===== src/autrf_pkg.sv =====
// Functional notes
// - empty flag set while enabled, holding empty
// - empty flag valid second cycle after write
// - empty flag is read-only; here no register bit reads it, it only drives tx_irq
// - flag ignores interrupt enable; only request gated
// - shifter-empty flag clears on load until shifted
// - shifter-empty flag drives no interrupt
// - nine-bit select sends ninth bit as msb
// - ninth bit first; all nine bits load together
// - ninth bit one marks an address character
// - transmit enable sets the empty flag at once
// - enabled interrupt fires at once when flag set
// - holding write starts transmission when enabled
// - receiver oversamples at sixteen times baud
// - finished character moves into two-entry buffer
// - two characters buffered while third assembles
// - received data only via receive data register
// - reception needs receive enable, async, port enable
// - unimplemented control bits read as zero
// - start space, data lsb first, stop mark, idle mark
// - queued character moves one cycle after stop bit
// - polarity select inverts transmit output
// - start bit rechecked at half bit, else abandoned
package autrf_pkg;
  // register byte offsets
  localparam logic [7:0] OFF_BAUD_CONTROL = 8'h00;
  localparam logic [7:0] OFF_RECEIVE_STATUS_CONTROL = 8'h04;
  localparam logic [7:0] OFF_BAUD_DIVISOR_LOW = 8'h08;
  localparam logic [7:0] OFF_BAUD_DIVISOR_HIGH = 8'h0C;
  localparam logic [7:0] OFF_TRANSMIT_HOLDING = 8'h10;
  localparam logic [7:0] OFF_TRANSMIT_STATUS_CONTROL = 8'h14;
  localparam logic [7:0] OFF_RECEIVE_DATA = 8'h18;
  localparam logic [7:0] OFF_IRQ_CONTROL = 8'h1C;
  // transmit status/control fields
  localparam int TSC_NINE_BIT = 6;
  localparam int TSC_TX_ENABLE = 5;
  localparam int TSC_SYNC = 4;
  localparam int TSC_HIGH_SPEED = 2;
  localparam int TSC_SHIFTER_EMPTY = 1;
  localparam int TSC_NINTH_BIT = 0;
  // receive status/control fields
  localparam int RSC_PORT_ENABLE = 7;
  localparam int RSC_NINE_BIT = 6;
  localparam int RSC_RECEIVE_ENABLE = 4;
  localparam int RSC_ADDRESS_DETECT = 3;
  localparam int RSC_NINTH_BIT = 0;
  // baud control fields
  localparam int BC_POLARITY = 4;
  localparam int BC_WIDE_DIVISOR = 3;
  // interrupt control fields
  localparam int IC_GLOBAL = 2;
  localparam int IC_PERIPHERAL = 1;
  localparam int IC_TX_EMPTY = 0;
  // reset values
  localparam logic [7:0] RST_CONTROL = 8'h00;
  localparam logic [7:0] RST_DIVISOR = 8'h00;
  // timing counts in oversample ticks, data bit counts, buffer depth
  localparam logic [3:0] TICKS_PER_BIT_M1 = 4'hF;
  localparam logic [3:0] TICKS_HALF_BIT_M1 = 4'h7;
  localparam logic [3:0] DATA_BITS_8 = 4'h8;
  localparam logic [3:0] DATA_BITS_9 = 4'h9;
  localparam int RX_FIFO_DEPTH = 2;
  typedef enum logic [1:0] {ST_IDLE, ST_START, ST_DATA, ST_STOP} autrf_state_type;
endpackage


===== src/autrf_top.sv =====
`timescale 1ns/1ns
`default_nettype none
module autrf_top
  import autrf_pkg::*;
#(
  parameter int FIFO_DEPTH = RX_FIFO_DEPTH
) (
  input wire logic pclk,
  input wire logic presetn,
  input wire logic clk_en,
  input wire logic psel,
  input wire logic penable,
  input wire logic pwrite,
  input wire logic [7:0] paddr,
  input wire logic [31:0] pwdata,
  input wire logic [3:0] pstrb,
  output logic [31:0] prdata,
  output logic pready,
  output logic pslverr,
  input wire logic receive_pin,
  output logic tx_out,
  output logic tx_out_en_n,
  output logic tx_irq
);
  // address match helper
  function automatic logic hit(input logic [7:0] a, input logic [7:0] off);
    hit = (a == off);
  endfunction

  logic [7:0] baud_control_reg, receive_status_control_reg;
  logic [7:0] baud_divisor_low_reg, baud_divisor_high_reg;
  logic [7:0] transmit_holding_reg, transmit_status_control_reg, irq_control_reg;
  logic hold_full_reg;
  logic [31:0] prdata_reg;
  autrf_state_type tx_state_reg, rx_state_reg;
  logic [8:0] tx_shifter_reg;
  logic [3:0] tx_tick_reg, tx_bit_reg;
  logic tx_out_reg;
  logic [15:0] baud_cnt_reg;
  logic rx_s1_reg, rx_s2_reg, rx_s3_reg;
  logic [8:0] rx_shifter_reg;
  logic [3:0] rx_tick_reg, rx_bit_reg;
  logic [8:0] fifo_mem [FIFO_DEPTH];
  logic [1:0] fifo_cnt_reg;
  logic fifo_wp_reg, fifo_rp_reg;

  // control decode
  wire port_enable = receive_status_control_reg[RSC_PORT_ENABLE];
  wire sync_sel = transmit_status_control_reg[TSC_SYNC];
  wire transmitter_enable = transmit_status_control_reg[TSC_TX_ENABLE];
  wire receive_enable = receive_status_control_reg[RSC_RECEIVE_ENABLE];
  wire tx_nine_bit_select = transmit_status_control_reg[TSC_NINE_BIT];
  wire rx_nine_bit = receive_status_control_reg[RSC_NINE_BIT];
  wire addr_detect = receive_status_control_reg[RSC_ADDRESS_DETECT];
  wire polarity_select = baud_control_reg[BC_POLARITY];
  wire tx_active = port_enable & transmitter_enable & ~sync_sel;
  wire rx_active = receive_enable & ~sync_sel & port_enable;

  // bus strobes
  wire setup_ph = psel & ~penable;
  wire access_ph = psel & penable;
  wire wr = access_ph & pwrite & clk_en & pstrb[0];
  wire rd = access_ph & ~pwrite & clk_en;
  wire mapped = hit(paddr, OFF_BAUD_CONTROL) | hit(paddr, OFF_RECEIVE_STATUS_CONTROL)
    | hit(paddr, OFF_BAUD_DIVISOR_LOW) | hit(paddr, OFF_BAUD_DIVISOR_HIGH)
    | hit(paddr, OFF_TRANSMIT_HOLDING) | hit(paddr, OFF_TRANSMIT_STATUS_CONTROL)
    | hit(paddr, OFF_RECEIVE_DATA) | hit(paddr, OFF_IRQ_CONTROL);
  wire hold_wr = wr & hit(paddr, OFF_TRANSMIT_HOLDING);
  wire rx_pop = rd & hit(paddr, OFF_RECEIVE_DATA) & (fifo_cnt_reg != 2'h0);

  // status flags
  wire tx_buffer_empty_flag = tx_active & ~hold_full_reg;
  wire shifter_empty_flag = (tx_state_reg == ST_IDLE);
  wire [8:0] fifo_top = (fifo_cnt_reg != 2'h0) ? fifo_mem[fifo_rp_reg] : 9'h000; // empty reads 0
  wire global_irq_enable = irq_control_reg[IC_GLOBAL];
  wire peripheral_irq_enable = irq_control_reg[IC_PERIPHERAL];
  wire tx_empty_irq_enable = irq_control_reg[IC_TX_EMPTY];

  // shared oversample tick
  wire [15:0] divisor = baud_control_reg[BC_WIDE_DIVISOR]
    ? {baud_divisor_high_reg, baud_divisor_low_reg} : {8'h00, baud_divisor_low_reg};
  wire tick16 = clk_en & port_enable & (baud_cnt_reg == divisor);

  // transmit load and bit count
  wire tx_load = clk_en & tx_active & hold_full_reg & (tx_state_reg == ST_IDLE);
  wire [3:0] tx_nbits = tx_nine_bit_select ? DATA_BITS_9 : DATA_BITS_8;
  wire tx_bit_end = tick16 & (tx_tick_reg == TICKS_PER_BIT_M1);
  wire tx_line = (tx_state_reg == ST_START) ? 1'b0
    : (tx_state_reg == ST_DATA) ? tx_shifter_reg[0] : 1'b1;

  // receive sampling
  wire rx_fall = rx_s3_reg & ~rx_s2_reg;
  wire [3:0] rx_nbits = rx_nine_bit ? DATA_BITS_9 : DATA_BITS_8;
  wire rx_bit_end = tick16 & (rx_tick_reg == TICKS_PER_BIT_M1);
  wire rx_half = tick16 & (rx_tick_reg == TICKS_HALF_BIT_M1);
  wire [8:0] rx_char = rx_nine_bit ? rx_shifter_reg : {1'b0, rx_shifter_reg[8:1]};
  wire rx_keep = ~(addr_detect & rx_nine_bit & ~rx_char[8]);
  wire rx_done = rx_active & (rx_state_reg == ST_STOP) & rx_bit_end;
  wire rx_push = rx_done & rx_keep & (fifo_cnt_reg != 2'(FIFO_DEPTH));

  // read mux, unimplemented bits zero
  logic [7:0] rd_byte;
  always_comb begin
    rd_byte = 8'h00;
    if (hit(paddr, OFF_BAUD_CONTROL)) begin
      rd_byte = baud_control_reg & 8'h18;
    end else if (hit(paddr, OFF_RECEIVE_STATUS_CONTROL)) begin
      rd_byte = (receive_status_control_reg & 8'hD8) | {7'h00, fifo_top[8]};
    end else if (hit(paddr, OFF_BAUD_DIVISOR_LOW)) begin
      rd_byte = baud_divisor_low_reg;
    end else if (hit(paddr, OFF_BAUD_DIVISOR_HIGH)) begin
      rd_byte = baud_divisor_high_reg;
    end else if (hit(paddr, OFF_TRANSMIT_STATUS_CONTROL)) begin
      rd_byte = (transmit_status_control_reg & 8'h75)
        | {6'h00, shifter_empty_flag, 1'b0};
    end else if (hit(paddr, OFF_RECEIVE_DATA)) begin
      rd_byte = fifo_top[7:0];
    end else if (hit(paddr, OFF_IRQ_CONTROL)) begin
      rd_byte = {irq_control_reg[7:3] & 5'h00, irq_control_reg[2:0]};
    end
  end

  // apb answer: one access cycle, data latched at setup
  assign pready = penable;
  assign pslverr = access_ph & ~mapped;
  assign prdata = prdata_reg;
  always_ff @(posedge pclk or negedge presetn) begin
    if (!presetn) begin
      prdata_reg <= 32'h0000_0000;
    end else if (clk_en && setup_ph) begin
      prdata_reg <= {24'h00_0000, rd_byte};
    end
  end

  // software registers; status bits are not stored from writes
  always_ff @(posedge pclk or negedge presetn) begin
    if (!presetn) begin
      baud_control_reg <= RST_CONTROL;
      receive_status_control_reg <= RST_CONTROL;
      baud_divisor_low_reg <= RST_DIVISOR;
      baud_divisor_high_reg <= RST_DIVISOR;
      transmit_status_control_reg <= RST_CONTROL;
      irq_control_reg <= RST_CONTROL;
    end else if (wr) begin
      if (hit(paddr, OFF_BAUD_CONTROL)) begin
        baud_control_reg <= pwdata[7:0] & 8'h18;
      end
      if (hit(paddr, OFF_RECEIVE_STATUS_CONTROL)) begin
        receive_status_control_reg <= pwdata[7:0] & 8'hD8;
      end
      if (hit(paddr, OFF_BAUD_DIVISOR_LOW)) begin
        baud_divisor_low_reg <= pwdata[7:0];
      end
      if (hit(paddr, OFF_BAUD_DIVISOR_HIGH)) begin
        baud_divisor_high_reg <= pwdata[7:0];
      end
      if (hit(paddr, OFF_TRANSMIT_STATUS_CONTROL)) begin
        transmit_status_control_reg <= pwdata[7:0] & 8'h75;
      end
      if (hit(paddr, OFF_IRQ_CONTROL)) begin
        irq_control_reg <= pwdata[7:0] & 8'h07;
      end
    end
  end

  // transmit holding register and its full flag
  always_ff @(posedge pclk or negedge presetn) begin
    if (!presetn) begin
      transmit_holding_reg <= 8'h00;
      hold_full_reg <= 1'b0;
    end else if (clk_en) begin
      if (hold_wr) begin
        transmit_holding_reg <= pwdata[7:0];
      end
      if (!tx_active) begin
        hold_full_reg <= 1'b0;
      end else if (hold_wr) begin
        hold_full_reg <= 1'b1;
      end else if (tx_load) begin
        hold_full_reg <= 1'b0;
      end
    end
  end

  // baud counter
  always_ff @(posedge pclk or negedge presetn) begin
    if (!presetn) begin
      baud_cnt_reg <= 16'h0000;
    end else if (clk_en) begin
      if (!port_enable || tick16) begin
        baud_cnt_reg <= 16'h0000;
      end else begin
        baud_cnt_reg <= baud_cnt_reg + 16'h0001;
      end
    end
  end

  // transmit state machine
  always_ff @(posedge pclk or negedge presetn) begin
    if (!presetn) begin
      tx_state_reg <= ST_IDLE;
      tx_shifter_reg <= 9'h000;
      tx_tick_reg <= 4'h0;
      tx_bit_reg <= 4'h0;
    end else if (clk_en) begin
      if (!tx_active) begin
        tx_state_reg <= ST_IDLE;
        tx_tick_reg <= 4'h0;
      end else begin
        if (tick16) begin
          tx_tick_reg <= tx_tick_reg + 4'h1;
        end
        case (tx_state_reg)
          ST_IDLE: begin
            if (tx_load) begin
              tx_shifter_reg <= {transmit_status_control_reg[TSC_NINTH_BIT],
                transmit_holding_reg};
              tx_state_reg <= ST_START;
              tx_tick_reg <= 4'h0;
            end
          end
          ST_START: begin
            if (tx_bit_end) begin
              tx_state_reg <= ST_DATA;
              tx_bit_reg <= 4'h0;
            end
          end
          ST_DATA: begin
            if (tx_bit_end) begin
              tx_shifter_reg <= {1'b0, tx_shifter_reg[8:1]};
              tx_bit_reg <= tx_bit_reg + 4'h1;
              if (tx_bit_reg == tx_nbits - 4'h1) begin
                tx_state_reg <= ST_STOP;
              end
            end
          end
          ST_STOP: begin
            if (tx_bit_end) begin
              tx_state_reg <= ST_IDLE;
            end
          end
          default: tx_state_reg <= ST_IDLE;
        endcase
      end
    end
  end

  // output pin, driven while port and transmitter are enabled in async mode
  always_ff @(posedge pclk or negedge presetn) begin
    if (!presetn) begin
      tx_out_reg <= 1'b1;
    end else if (clk_en) begin
      tx_out_reg <= tx_line ^ polarity_select;
    end
  end
  assign tx_out = tx_out_reg;
  assign tx_out_en_n = ~tx_active;
  assign tx_irq = tx_buffer_empty_flag & tx_empty_irq_enable
    & global_irq_enable & peripheral_irq_enable;

  // receive pin synchroniser and edge stage
  always_ff @(posedge pclk or negedge presetn) begin
    if (!presetn) begin
      rx_s1_reg <= 1'b1;
      rx_s2_reg <= 1'b1;
      rx_s3_reg <= 1'b1;
    end else if (clk_en) begin
      rx_s1_reg <= receive_pin;
      rx_s2_reg <= rx_s1_reg;
      rx_s3_reg <= rx_s2_reg;
    end
  end

  // receive state machine at sixteen ticks per bit
  always_ff @(posedge pclk or negedge presetn) begin
    if (!presetn) begin
      rx_state_reg <= ST_IDLE;
      rx_shifter_reg <= 9'h000;
      rx_tick_reg <= 4'h0;
      rx_bit_reg <= 4'h0;
    end else if (clk_en) begin
      if (!rx_active) begin
        rx_state_reg <= ST_IDLE;
        rx_tick_reg <= 4'h0;
      end else begin
        if (tick16) begin
          rx_tick_reg <= rx_tick_reg + 4'h1;
        end
        case (rx_state_reg)
          ST_IDLE: begin
            if (rx_fall) begin
              rx_state_reg <= ST_START;
              rx_tick_reg <= 4'h0;
            end
          end
          ST_START: begin
            if (rx_half) begin
              rx_tick_reg <= 4'h0;
              rx_bit_reg <= 4'h0;
              rx_state_reg <= rx_s2_reg ? ST_IDLE : ST_DATA;
            end
          end
          ST_DATA: begin
            if (rx_bit_end) begin
              rx_shifter_reg <= {rx_s2_reg, rx_shifter_reg[8:1]};
              rx_bit_reg <= rx_bit_reg + 4'h1;
              if (rx_bit_reg == rx_nbits - 4'h1) begin
                rx_state_reg <= ST_STOP;
              end
            end
          end
          ST_STOP: begin
            if (rx_bit_end) begin
              rx_state_reg <= ST_IDLE;
            end
          end
          default: rx_state_reg <= ST_IDLE;
        endcase
      end
    end
  end

  // two-entry receive buffer
  always_ff @(posedge pclk or negedge presetn) begin
    if (!presetn) begin
      fifo_cnt_reg <= 2'h0;
      fifo_wp_reg <= 1'b0;
      fifo_rp_reg <= 1'b0;
    end else if (clk_en) begin
      if (!port_enable) begin
        fifo_cnt_reg <= 2'h0;
        fifo_wp_reg <= 1'b0;
        fifo_rp_reg <= 1'b0;
      end else begin
        if (rx_push) begin
          fifo_wp_reg <= ~fifo_wp_reg;
        end
        if (rx_pop) begin
          fifo_rp_reg <= ~fifo_rp_reg;
        end
        fifo_cnt_reg <= fifo_cnt_reg + {1'b0, rx_push} - {1'b0, rx_pop};
      end
    end
  end
  always_ff @(posedge pclk) begin
    if (clk_en && port_enable && rx_push) begin
      fifo_mem[fifo_wp_reg] <= rx_char;
    end
  end
endmodule
`default_nettype wire


===== config.mk =====
export PLATFORM = sky130hd
export DESIGN_NAME = autrf_top
export DESIGN_NICKNAME = d
export VERILOG_FILES = /design/src/autrf_pkg.sv /design/src/autrf_top.sv
export SDC_FILE = /design/constraint.sdc
export NUM_CORES = 1
export LEC_CHECK = 0
export BUFFER_PORTS_ARGS = -buffer_cell sky130_fd_sc_hd__buf_2
export CAP_MARGIN = 20
export CELL_PAD_IN_SITES_DETAIL_PLACEMENT = 0
export CELL_PAD_IN_SITES_GLOBAL_PLACEMENT = 2
export CORE_MARGIN = 3
export CORE_UTILIZATION = 40
export CTS_CLUSTER_SIZE = 40
export DETAILED_ROUTE_END_ITERATION = 8
export PLACE_DENSITY_LB_ADDON = 0.1
export SKIP_LAST_GASP = 1
export SLEW_MARGIN = 25
export SYNTH_ARGS = -nofsm -noshare
export SYNTH_HDL_FRONTEND = slang
export SYNTH_SLANG_ARGS = --single-unit

===== constraint.sdc =====
create_clock -name pclk -period 6.4 [get_ports pclk]
set_input_delay 0.64 -clock pclk [delete_from_list [all_inputs] [get_ports pclk]]
set_output_delay 0.64 -clock pclk [all_outputs]
set_load 0.01 [all_outputs]

# After elaboration in Yosys (flattened, before gate mapping)

Memory sizes are Yosys's and may differ from the RTL's.
Index checks and enable logic that the tools add are counted.

Add/sub/neg operators: 9
Equal/unequal tests: 38
Muxes and demuxes: 58
Bitwise gates (word level): 55
Reductions and logical operators: 28

Operators with widths:

| operator                                                              | count |
|---|---|
| 4-bit 2-to-1 mux                                                      | 12 |
| 8-bit 2-to-1 mux                                                      | 6 |
| 9-bit 2-to-1 mux                                                      | 4 |
| 1-bit AND                                                             | 34 |
| 8-bit by 5-bit equality test with 1-bit output, second input constant | 4 |
| 16-bit 2-to-1 mux                                                     | 2 |
| 2-bit 2-to-1 mux                                                      | 14 |
| 3-bit inequality test, second input constant                          | 8 |
| 4-bit case mux with 2 select lines                                    | 3 |
| 2-bit AND reduction                                                   | 10 |
| 9-bit case mux with 2 select lines                                    | 1 |
| 16-bit by 1-bit adder with 16-bit output, second input constant       | 1 |
| 4-bit by 1-bit adder with 4-bit output, second input constant         | 4 |
| 16-bit equality test                                                  | 1 |
| 8-bit by 4-bit equality test with 1-bit output, second input constant | 2 |
| 2-bit case mux with 4 select lines                                    | 2 |
| 5-bit AND reduction                                                   | 3 |
| 1-bit 2-to-1 mux                                                      | 13 |
| 6-bit AND reduction                                                   | 2 |
| 1-bit NOT                                                             | 11 |
| 2-bit inequality test, second input constant                          | 5 |
| 2-bit equality test, second input constant                            | 4 |
| 4-bit equality test                                                   | 2 |
| 4-bit equality test, second input constant                            | 2 |
| 21 further kinds                                                      | 38 |

Bits in registers: 109
Bits in writable memories: 18
Input bits: 51
Output and inout bits: 37
Logic and storage cells: 214
Memories: 1

Memory list:

| memory   | words | width | rd ports | clocked after Yosys merged registers in | wr ports | RTL line        | source |
|---|---|---|---|---|---|---|---|
| fifo_mem | 2     | 9     | 1        | 0                                       | 1        | autrf_top.sv:43 | `logic [8:0] fifo_mem [FIFO_DEPTH];` |

# Logic depth before layout (Yosys ltp)

Gate-level depths: netlist of the first run.

Depth in word-level cells: 10
Mapped depth: 13
Gate-level depth less buffers: 11

# Worst setup path after synthesis of the first run

Ideal clock, no wire load.

Kind: in2reg
From: input clk_en
To: register fifo_cnt_reg[1]
Setup time: 135 ps
Arrival: 2610 ps
Required time: 6265 ps
Slack: 3655 ps
Stages on the path: 12
Buffers on the path: 2
Cell sequence: buf_2 > and2_1 > o221ai_1 > or4_4 > buf_6 > ha_1 > inv_1 > ha_1 > xnor2_1 > nor3_1 > a21oi_1 > o22ai_1

Word-level cells in the longest chain between the ends: 9
Elaborated cells on any way between the ends: 12
Those cells by class: 2 x add/sub; 1 x mux; 9 x bitwise

Ends and longest elaborated chain:

| item                                        | RTL line         | source |
|---|---|---|
| from (decl)                                 | autrf_top.sv:10  | `input wire logic clk_en,` |
| 1-bit AND (2 in series)                     | autrf_top.sv:82  | `wire tick16 = clk_en & port_enable & (baud_cnt_reg == divisor);` |
| 1-bit AND                                   | autrf_top.sv:94  | `wire rx_bit_end = tick16 & (rx_tick_reg == TICKS_PER_BIT_M1);` |
| 1-bit AND                                   | autrf_top.sv:98  | `wire rx_done = rx_active & (rx_state_reg == ST_STOP) & rx_bit_end;` |
| 1-bit AND (2 in series)                     | autrf_top.sv:99  | `wire rx_push = rx_done & rx_keep & (fifo_cnt_reg != 2'(FIFO_DEPTH));` |
| 2-bit by 1-bit adder with 2-bit output      | autrf_top.sv:341 | `fifo_cnt_reg <= fifo_cnt_reg + {1'b0, rx_push} - {1'b0, rx_pop};` |
| 2-bit by 1-bit subtractor with 2-bit output | autrf_top.sv:341 |  |
| 2-bit 2-to-1 mux                            | autrf_top.sv:330 | `if (!port_enable) begin` |
| to (signal assigned)                        | autrf_top.sv:341 |  |
| to (decl)                                   | autrf_top.sv:44  | `logic [1:0] fifo_cnt_reg;` |

Parallel ways exist; a longest one is shown, timed or not.
A chain may end at the register's enable or synchronous reset.

# Worst setup path after layout of the first run

From: register baud_control_reg[3]
To: register rx_shifter_reg[0]

Word-level cells in the longest chain between the ends: 5

Ends and longest elaborated chain:

| item                          | RTL line         | source |
|---|---|---|
| from (decl)                   | autrf_top.sv:30  | `logic [7:0] baud_control_reg, receive_status_control_reg;` |
| from (signal assigned)        | autrf_top.sv:146 | `baud_control_reg <= pwdata[7:0] & 8'h18;` |
| 16-bit 2-to-1 mux             | autrf_top.sv:81  | `? {baud_divisor_high_reg, baud_divisor_low_reg} : {8'h00, baud_divisor_low_reg};` |
| 16-bit equality test          | autrf_top.sv:82  |  |
| 1-bit AND                     | autrf_top.sv:82  |  |
| 1-bit AND                     | autrf_top.sv:94  |  |
| 4-bit AND reduction (no line) | --               |  |
| to (signal assigned)          | autrf_top.sv:305 | `rx_shifter_reg <= {rx_s2_reg, rx_shifter_reg[8:1]};` |
| to (decl)                     | autrf_top.sv:41  | `logic [8:0] rx_shifter_reg;` |

Every way passes these cells.

==> metrics list, run 1 <==
* Outcome: finished, final reports clean
* Clock net sink count: 127
- The via count of the first global-routing pass was 4850.
- Y dimension of the die: 137 microns
* Clock latency reported for the late side of the worst-skew pair: 420 ps
- The H-tree was split into 4 levels.
- # IOs: 88
* Number of cells produced by synthesis: 628
* Terminus of the critical flop-to-flop path: rx_shifter_reg[0]$_DFFE_PN0P_
- For this run, the number of Yosys warnings is 0.
* Critical path cell sequence: o21a_1 > nor3_1 > o211ai_4 > nor4_4 > nand2_1 > mux2_2
- RD Place Congestion: 0.810
- For this design the static power due to leakage is 3.74 nW.
- The worst setup path is of the reg -> reg kind.
- Once layout is complete, the utilization of the core stands at 46.7%.
* Wire length of the first global-routing pass: 27500 microns
- In this run the remaining antenna-violating nets after routing total 0.
* Number of remaining DRC errors: 0
- Clock input transition at the sequential cells of the worst setup and hold paths: 60 ps
* Flip-flop count of the largest register after layout: 18
* Final critical path time including I/O delays and setup: 3080 ps
- The floorplan step defined a die boundary enclosing 18800 sq um.
* Die span in x: 137 microns
- Count of final max-slew check failures: 0
* Type of the most critical hold path: in -> async
- Counting along the longest clock path gives a buffer depth of 2.
* Sequential area share after synthesis: 47.7%
- At the worst endpoint, the required time is 6710 ps.
- Design internal power: 1.59 mW
* Fin crit share: 48.2%
* Summed instance area of the synthesized netlist: 6860 sq um
- After global routing the overflow that remains totals 0.
* Row count: 47
- Overall routing resource usage: 19.5%
- The hold violation total from the final report came to 0.
- Maximum vdd drop: 0.200 mV
* Number of setup buffers added after CTS: 0
- For flop-to-flop paths, the worst setup slack is 3320 ps.
- Dividing the detail-routed wire length by the instance count gives 19.2 microns.
- TritonCTS clock tree: built
- Per-instance average area after synthesis: 10.9 sq um
* Clock share of power: 50.6%
* Register-to-Register Path Depth: 6
- The floorplan step defined a core boundary enclosing 16700 sq um.
- Number of search-and-repair iterations in the first detailed-routing pass: 4
- Synthesis-to-layout area growth: 13.7%
* Number of enable-type register cells in the synthesized netlist: 18
* Share of layout cells above drive strength 1: 25.1%
* Largest net degree at the start of global routing: 73
- In this run the power density over the cells is 276 nW/um^2.
- Registers are responsible for 39.7% of the overall power.
- At the worst endpoint, the arrival time is 3390 ps.
- After synthesis the netlist holds a flip-flop and latch count of 127.
- Number of antenna violations at the first check in global routing: 0
* Post-layout net count: 726
- Static timing analysis puts the maximum clock frequency at 0.324 GHz.
- The worst setup path is captured at a flip-flop.
* Hold-fix buffers, CTS: 0
* Worst Skew: 9.23 ps
- The slowest stage of the critical path is the nor4_4 cell.
- Across the run, the number of max-cap violations was 0.
- Setup repair after global routing left no endpoint under its margin.
- Root buf cell: clkbuf_16
- Yosys mapped the design onto 69 distinct sky130hd cell types.
* Switching share of power: 26.0%
- The repair_antennas step left the layout with diodes totalling 0.
- Final number of setup-violating endpoints: 0
- Counting the buffers created by CTS gives 17.
- Post-CTS Resized: 0
* Worst rel slew slack: 42.9%
- Average vias per placed instance: 5.41
- Wire length after detailed routing: 17200 microns
- Worst-Margin Slew: 856 ps
- Net Sw Power: 0.560 mW
- Port buffer count: 36
* Most used DFF post-synth: dfrtp_1
- Post-Route Setup TNS: 0 ps
* Ys async rst share: 85.8%
* Startpoint type of the worst setup path: flip-flop
* Largest incremental delay on the critical path: 790 ps
- The routed layout has 4847 vias.
- Number of DRC markers in iteration 0: 205
- In this run the critical register-to-register path is launched from baud_control_reg[3]$_DFFE_PN0P_.
* Effective utilization at floorplan: 41.1%
- Maximum fanout count along the critical path: 14
- The wire-length estimate of the detail-placed layout is 12300 microns.
- Gate power share: 9.7%
## final cells by class
cell class,count,area [sq um]
clock inverters,15,231
repair buffers,37,194
fillers,1590,8900
multi-input cells,462,3340
flip-flops and latches,127,3270
inverters,18,67.6
well taps,220,275
clock buffers,17,425
## power groups by stage
stage | logic (mW) | clock network [mW] | registers (mW)
2_1_floorplan | 0.148 | 0 | 0.862
3_3_place_gp | 0.209 | 0 | 0.869
3_5_place_dp | 0.212 | 0 | 0.869
4_1_cts | 0.213 | 1.12 | 0.855
5_1_grt | 0.233 | 1.15 | 0.856
6_report | 0.209 | 1.09 | 0.854
## critical path: cells and delay by family (launching register included)
family / cells / cell delay, ps
simple gates: 3 / 1590
flops: 1 / 550
mux: 1 / 410
compound gates: 2 / 410
## cells by family (layout without fill, tap and decap cells)
| logic type | Yosys count | in the layout | share of synthesized area (%) |
|---|---|---|---|
| buf+inv | 62 | 87 | 4.98 |
| other cells | 1 | 24 | 0.0546 |
| mux | 92 | 92 | 15.1 |
| simple gates | 201 | 201 | 15.5 |
| fa+ha+maj | 12 | 12 | 2.19 |
| compound gates | 103 | 103 | 10.7 |
| flops | 127 | 127 | 47.7 |
| xor+xnor | 30 | 30 | 3.83 |
## per-layer routing
metal  share of wire [%]  GRT usage (%)  up-vias
met1                  44           24.9     2437
met3                 3.9           3.97       12
met2                  51           33.1       84
met5                   0              0        -
li1                    -              -     2314
met4                 1.4           6.21        0
## cells in the mapped netlist (6+ instances only)
| master | instances | area [sq um] |
|---|---|---|
| nand4_1 | 7 | 43.8 |
| mux2i_1 | 13 | 130 |
| o21ai_0 | 19 | 95.1 |
| o22ai_1 | 12 | 75.1 |
| nor2_1 | 51 | 191 |
| clkbuf_1 | 12 | 45.0 |
| buf_4 | 26 | 195 |
| o21a_1 | 6 | 45.0 |
| edfxtp_1 | 18 | 541 |
| mux2_2 | 77 | 867 |
| dfrtp_1 | 105 | 2630 |
| inv_1 | 18 | 67.6 |
| and3_1 | 11 | 68.8 |
| nor3_1 | 15 | 75.1 |
| a21oi_1 | 18 | 90.1 |
| xnor2_1 | 9 | 78.8 |
| xor2_1 | 21 | 184 |
| nand2_1 | 51 | 191 |
| ha_1 | 12 | 150 |
| nand3_1 | 20 | 100 |
## cell usage in the layout, fill, tap and decap left out, types with 13 or more instances in the layout
cell type	netlist	routed
dfrtp_1	105	105
mux2_2	77	77
nor2_1	51	51
nand2_1	51	51
buf_2	3	35
conb_1	1	24
xor2_1	21	21
nand3_1	20	20
o21ai_0	19	19
inv_1	18	18
a21oi_1	18	18
edfxtp_1	18	18
clkbuf_16	0	17
nor3_1	15	15
mux2i_1	13	13
## how the worst max path moves through the flow
stage	endpoint	cells past startpoint	from
2_1_floorplan	fifo_cnt_reg[1]$_DFFE_PN0P_	12	clk_en
3_3_place_gp	fifo_cnt_reg[1]$_DFFE_PN0P_	11	clk_en
3_5_place_dp	fifo_cnt_reg[1]$_DFFE_PN0P_	11	clk_en
4_1_cts	rx_shifter_reg[8]$_DFFE_PN0P_	6	baud_control_reg[3]$_DFFE_PN0P_
5_1_grt	rx_shifter_reg[8]$_DFFE_PN0P_	6	baud_control_reg[3]$_DFFE_PN0P_
6_report	rx_shifter_reg[0]$_DFFE_PN0P_	6	baud_control_reg[3]$_DFFE_PN0P_
## stage by stage
step / cell area, sq um / hold slack (ps) / setup WS, ps / cells / total power, mW
4_1_cts: 7800 / 175 / 3270 / 896 / 2.18
3_3_place_gp: 7140 / 469 / 2970 / 864 / 1.08
6_report: 7800 / 172 / 3320 / 896 / 2.15
2_1_floorplan: 6950 / 344 / 3660 / 651 / 1.01
3_5_place_dp: 7140 / 467 / 2970 / 864 / 1.08
5_1_grt: 7800 / 202 / 3080 / 896 / 2.24
Note: power is estimated with default switching activity, not from simulation.
==> run 2: changes to the inputs <==
--- a/config.mk
+++ b/config.mk
@@ -5,12 +5,13 @@
 export SDC_FILE = /design/constraint.sdc
 export NUM_CORES = 1
 export LEC_CHECK = 0
+export ABC_AREA = 1
 export BUFFER_PORTS_ARGS = -buffer_cell sky130_fd_sc_hd__buf_2
 export CAP_MARGIN = 20
 export CELL_PAD_IN_SITES_DETAIL_PLACEMENT = 0
 export CELL_PAD_IN_SITES_GLOBAL_PLACEMENT = 2
 export CORE_MARGIN = 3
-export CORE_UTILIZATION = 40
+export CORE_UTILIZATION = 31
 export CTS_CLUSTER_SIZE = 40
 export DETAILED_ROUTE_END_ITERATION = 8
 export PLACE_DENSITY_LB_ADDON = 0.1
==> constraint.sdc (replaced) <==
create_clock -name pclk -period 2.71 [get_ports pclk]
set_input_delay 0.271 -clock pclk [delete_from_list [all_inputs] [get_ports pclk]]
set_output_delay 0.271 -clock pclk [all_outputs]
set_load 0.01 [all_outputs]
==> run 2 against run 1 <==
Register-to-register slack worse by 3100 ps. Synthesized cell count is 36% higher. Critical path depth is 9 higher.
==> metrics list, run 2 <==
* Outcome: finished, final reports clean
* Count of final max-slew check failures: 0 (unchanged)
- The number of cells traversed by the worst register-to-register path came to 15 (+9).
- Port buffer count: 36 (unchanged)
* Number of global-route vias before repair: 5692 (+17%)
- Total number of vias: 5660 (+17%)
* Largest net degree at the start of global routing: 59 (-19%)
- Sequential area share after synthesis: 47.5% (-0.21 points)
- Diode insertion count for antenna repair: 0 (unchanged)
- Num CTS Buffers: 17 (unchanged)
* Post-Route Setup TNS: 0 ps (unchanged)
* Summed instance area of the synthesized netlist: 6890 sq um (+0.44%)
- Leakage component of the power: 3.63 nW (-3.0%)
- The share of flip-flops with an asynchronous set or reset after synthesis is 85.8% (unchanged).
- Slowest-stage cell, CP: dfrtp_1
* Row count: 53 (+13%)
* TritonCTS clock tree: built
* Clock net sink count: 127 (unchanged)
- The count of unresolved DRC violations after routing was 0 (unchanged).
* Critical Path Stages: 15 (+9)
* Maximum fanout count along the critical path: 4 (-10)
- In this design, the critical path's most frequently occurring cell is nand2_1.
* Yosys reg bits: 127 (unchanged)
- Per-instance average area after synthesis: 8.05 sq um (-26%)
- Die area: 24100 sq um (+28%)
* Category of the most critical setup path: reg -> reg
- Number of cells produced by synthesis: 856 (+36%)
- Number of antenna violations at the first check in global routing: 0 (unchanged)
* Fin crit share: 92.4% (+44 points)
- The hold violation total from the final report was 0 (unchanged).
- In the synthesized netlist the dominant register cell turns out to be dfrtp_1.
- Overall routing resource usage: 16.2% (-3.3 points)
- The number of nets at the end of the flow is 973 (+34%).
- Clock input transition at the sequential cells of the worst setup and hold paths: 60 ps (about the same)
- The worst setup path is captured at a flip-flop.
- Max clock buf depth: 2 (unchanged)
- Unrepaired setup endpoints after global routing: false
* Final critical path time including I/O delays and setup: 2500 ps (-580 ps)
* Worst rel slew slack: 49.8% (+6.9 points)
- The power per standard cell area came to 568 nW/um^2 (+110%).
- The count of cell types in the netlist came to 50 (-28%).
- The sum of buffers and inverters on the critical path came to 3 (+3).
- The number of H-tree levels came to 4 (unchanged).
* Leading cell type in the layout, fill and taps excluded: nand2_1
- By area the synthesized netlist is led by dfrtp_1, nand2_1, edfxtp_1, o21ai_0, inv_1.
- The wire length reported by the detailed router was 19000 microns (+10%).
- Routed wire per std cell: 15.8 microns (-18%)
* Die span in x: 155 microns (+13%)
- # IOs: 88 (unchanged)
* Cell count of the worst hold path: 3
* Critical path cell sequence: inv_1 > nand2_1 > nand2_1 > nor2_1 > nand2_1 > nor2_2 > nand2_4 > nor2_8 > nand2_2 > inv_2 > nand2_1 > ha_1 > inv_1 > ha_1 > a22o_1
- Root buf cell: clkbuf_16
- The worst setup path is launched from a flip-flop.
* Final number of setup-violating endpoints: 0 (unchanged)
- The critical path data arrival time is 2810 ps (-580 ps).
- Y dimension of the die: 155 microns (+13%)
- The peak per-stage delay on the critical path is 440 ps (-350 ps).
- The area of the core came to 21400 sq um (+28%).
- The number of detailed-route iterations in the first pass came to 5 (+1).
- The number of antenna-violating nets in the routed design is 0 (unchanged).
- Worst Skew: 10.6 ps (+1.35 ps)
* Share of layout cells above drive strength 1: 13.8% (-11 points)
* Number of DRC markers in iteration 0: 235 (+15%)
* Cell Count, Final, Fillers Out: 1198 (+34%)
- Total of warnings raised by yosys: 0 (unchanged)
- Type of the most critical hold path: in -> reg
- Clock latency reported for the late side of the worst-skew pair: 420 ps (about the same)
* Commonest cells after routing, fill and taps aside: nand2_1, dfrtp_1, inv_1
- The highest ir drop seen on vdd is 0.360 mV (+80%).
- Maximum clock frequency: 0.399 GHz (+23%)
- The placer congestion estimate was 0.863 (+6.6%).
- Wire length of the first global-routing pass: 30600 microns (+11%)
- Detailed Place HPWL: 14300 microns (+17%)
* Area leader, netlist: dfrtp_1
- Worst-Margin Slew: 752 ps (-104 ps)
- The cell count after placement is 1162 (+34%).
- The number of enable flip-flop cells after synthesis is 18 (unchanged).
- The via density per instance is 4.72 (-13%).
- The number of flip-flops under the largest register name was 18 (unchanged).
* Synthesis-to-layout area growth: 16.4%
- The share of the synthesized area in the top cell type came to 38.1% (-0.17 points).
* Ranking of synthesized cells by instance count: nand2_1, dfrtp_1, inv_1
* Effective utilization at floorplan: 32.2% (-8.9 points)
* Total gr overflow: 0 (unchanged)
- Gate family responsible for the most delay along the worst path: simple AND/OR/NAND/NOR gates
- The count of maximum capacitance violations came to 0 (unchanged).
- Cell with the most instances after synthesis: nand2_1
- Req. time, crit path: 3010 ps (-3700 ps)
-- run 2: cell types whose count changed after synthesis, moves of 19 or more --
cell	delta
nand2_1	+179
nand3_1	+19
nor2_1	+22
mux2_2	-77
inv_1	+75
o21ai_0	+54
-- run 2: area by class of cell --
| cell class | count | area [sq um] |
|---|---|---|
| repair buffers | 57 | 368 |
| inverters | 102 | 383 |
| well taps | 275 | 344 |
| flip-flops and latches | 127 | 3270 |
| multi-input cells | 605 | 3040 |
| clock inverters | 14 | 193 |
| fillers | 2227 | 13400 |
| clock buffers | 18 | 429 |
-- run 2: final timing paths --
check | slack [ps] | startpoint | to
max | 210 | baud_divisor_low_reg[7]$_DFFE_PN0P_ | fifo_cnt_reg[0]$_DFFE_PN0P_
min | 50 | receive_pin | rx_s1_reg$_DFFE_PN1P_
max reg2reg | 210 | baud_divisor_low_reg[7]$_DFFE_PN0P_ | fifo_cnt_reg[0]$_DFFE_PN0P_
min reg2reg | 460 | rx_s1_reg$_DFFE_PN1P_ | rx_s1_reg$_DFFE_PN1P_
max in group asynchronous | 1660 | presetn | tx_out$_DFFE_PN1P_
min in group asynchronous | 280 | presetn | baud_cnt_reg[5]$_DFFE_PN0P_
-- run 2: cells by family (layout without fill, tap and decap cells) --
kind of cell	after synthesis	count (layout)	share of synthesized area [%]
simple gates	393	393	24.6
compound gates	151	151	12.6
buf+inv	147	191	9.75
flops	127	127	47.5
xor+xnor	17	17	2.16
fa+ha+maj	12	12	2.18
mux	8	8	1.16
other cells	1	24	0.0544
-- run 2: worst min-delay path, cell delays in order --
cell and delay (ps):
buf_2 100, nand2_1 50, nand2_1 50
-- run 2: layer usage --
layer	wire length [microns]	part of all wire, %	track usage (%)
met5	0	0	0
met4	296	1.6	4.63
met3	573	3.0	2.98
met2	9290	49	27.1
met1	8820	46	21.5
-- run 2: stage by stage --
step | utilization, % | instance area (sq um) | worst slack, ps | total power, mW | hold slack, ps
after floorplan | - | 6980 | 357 | 2.09 | -24.6
after global placement | 34.4 | 7360 | 106 | 2.16 | 180
after detailed placement | 34.4 | 7360 | 37.5 | 2.17 | 186
after CTS | 37.3 | 7990 | 28.4 | 4.62 | 32.3
after global routing | 37.5 | 8030 | 27.3 | 4.72 | 61.5
final | 37.5 | 8030 | 205 | 4.56 | 45.1
-- run 2: power by group --
group | switching [mW] | internal [mW]
Combinational | 0.131 | 0.0427
Sequential | 0.00774 | 1.95
Clock | 0.894 | 1.54
Total | 1.03 | 3.53
-- run 2: timing repair --
item	in CTS	in global routing
endpoints found under the hold margin	18	0
buffers inserted	0	3
gates resized for setup	0	1
hold buffers	1	0
endpoints found under the setup margin	0	20
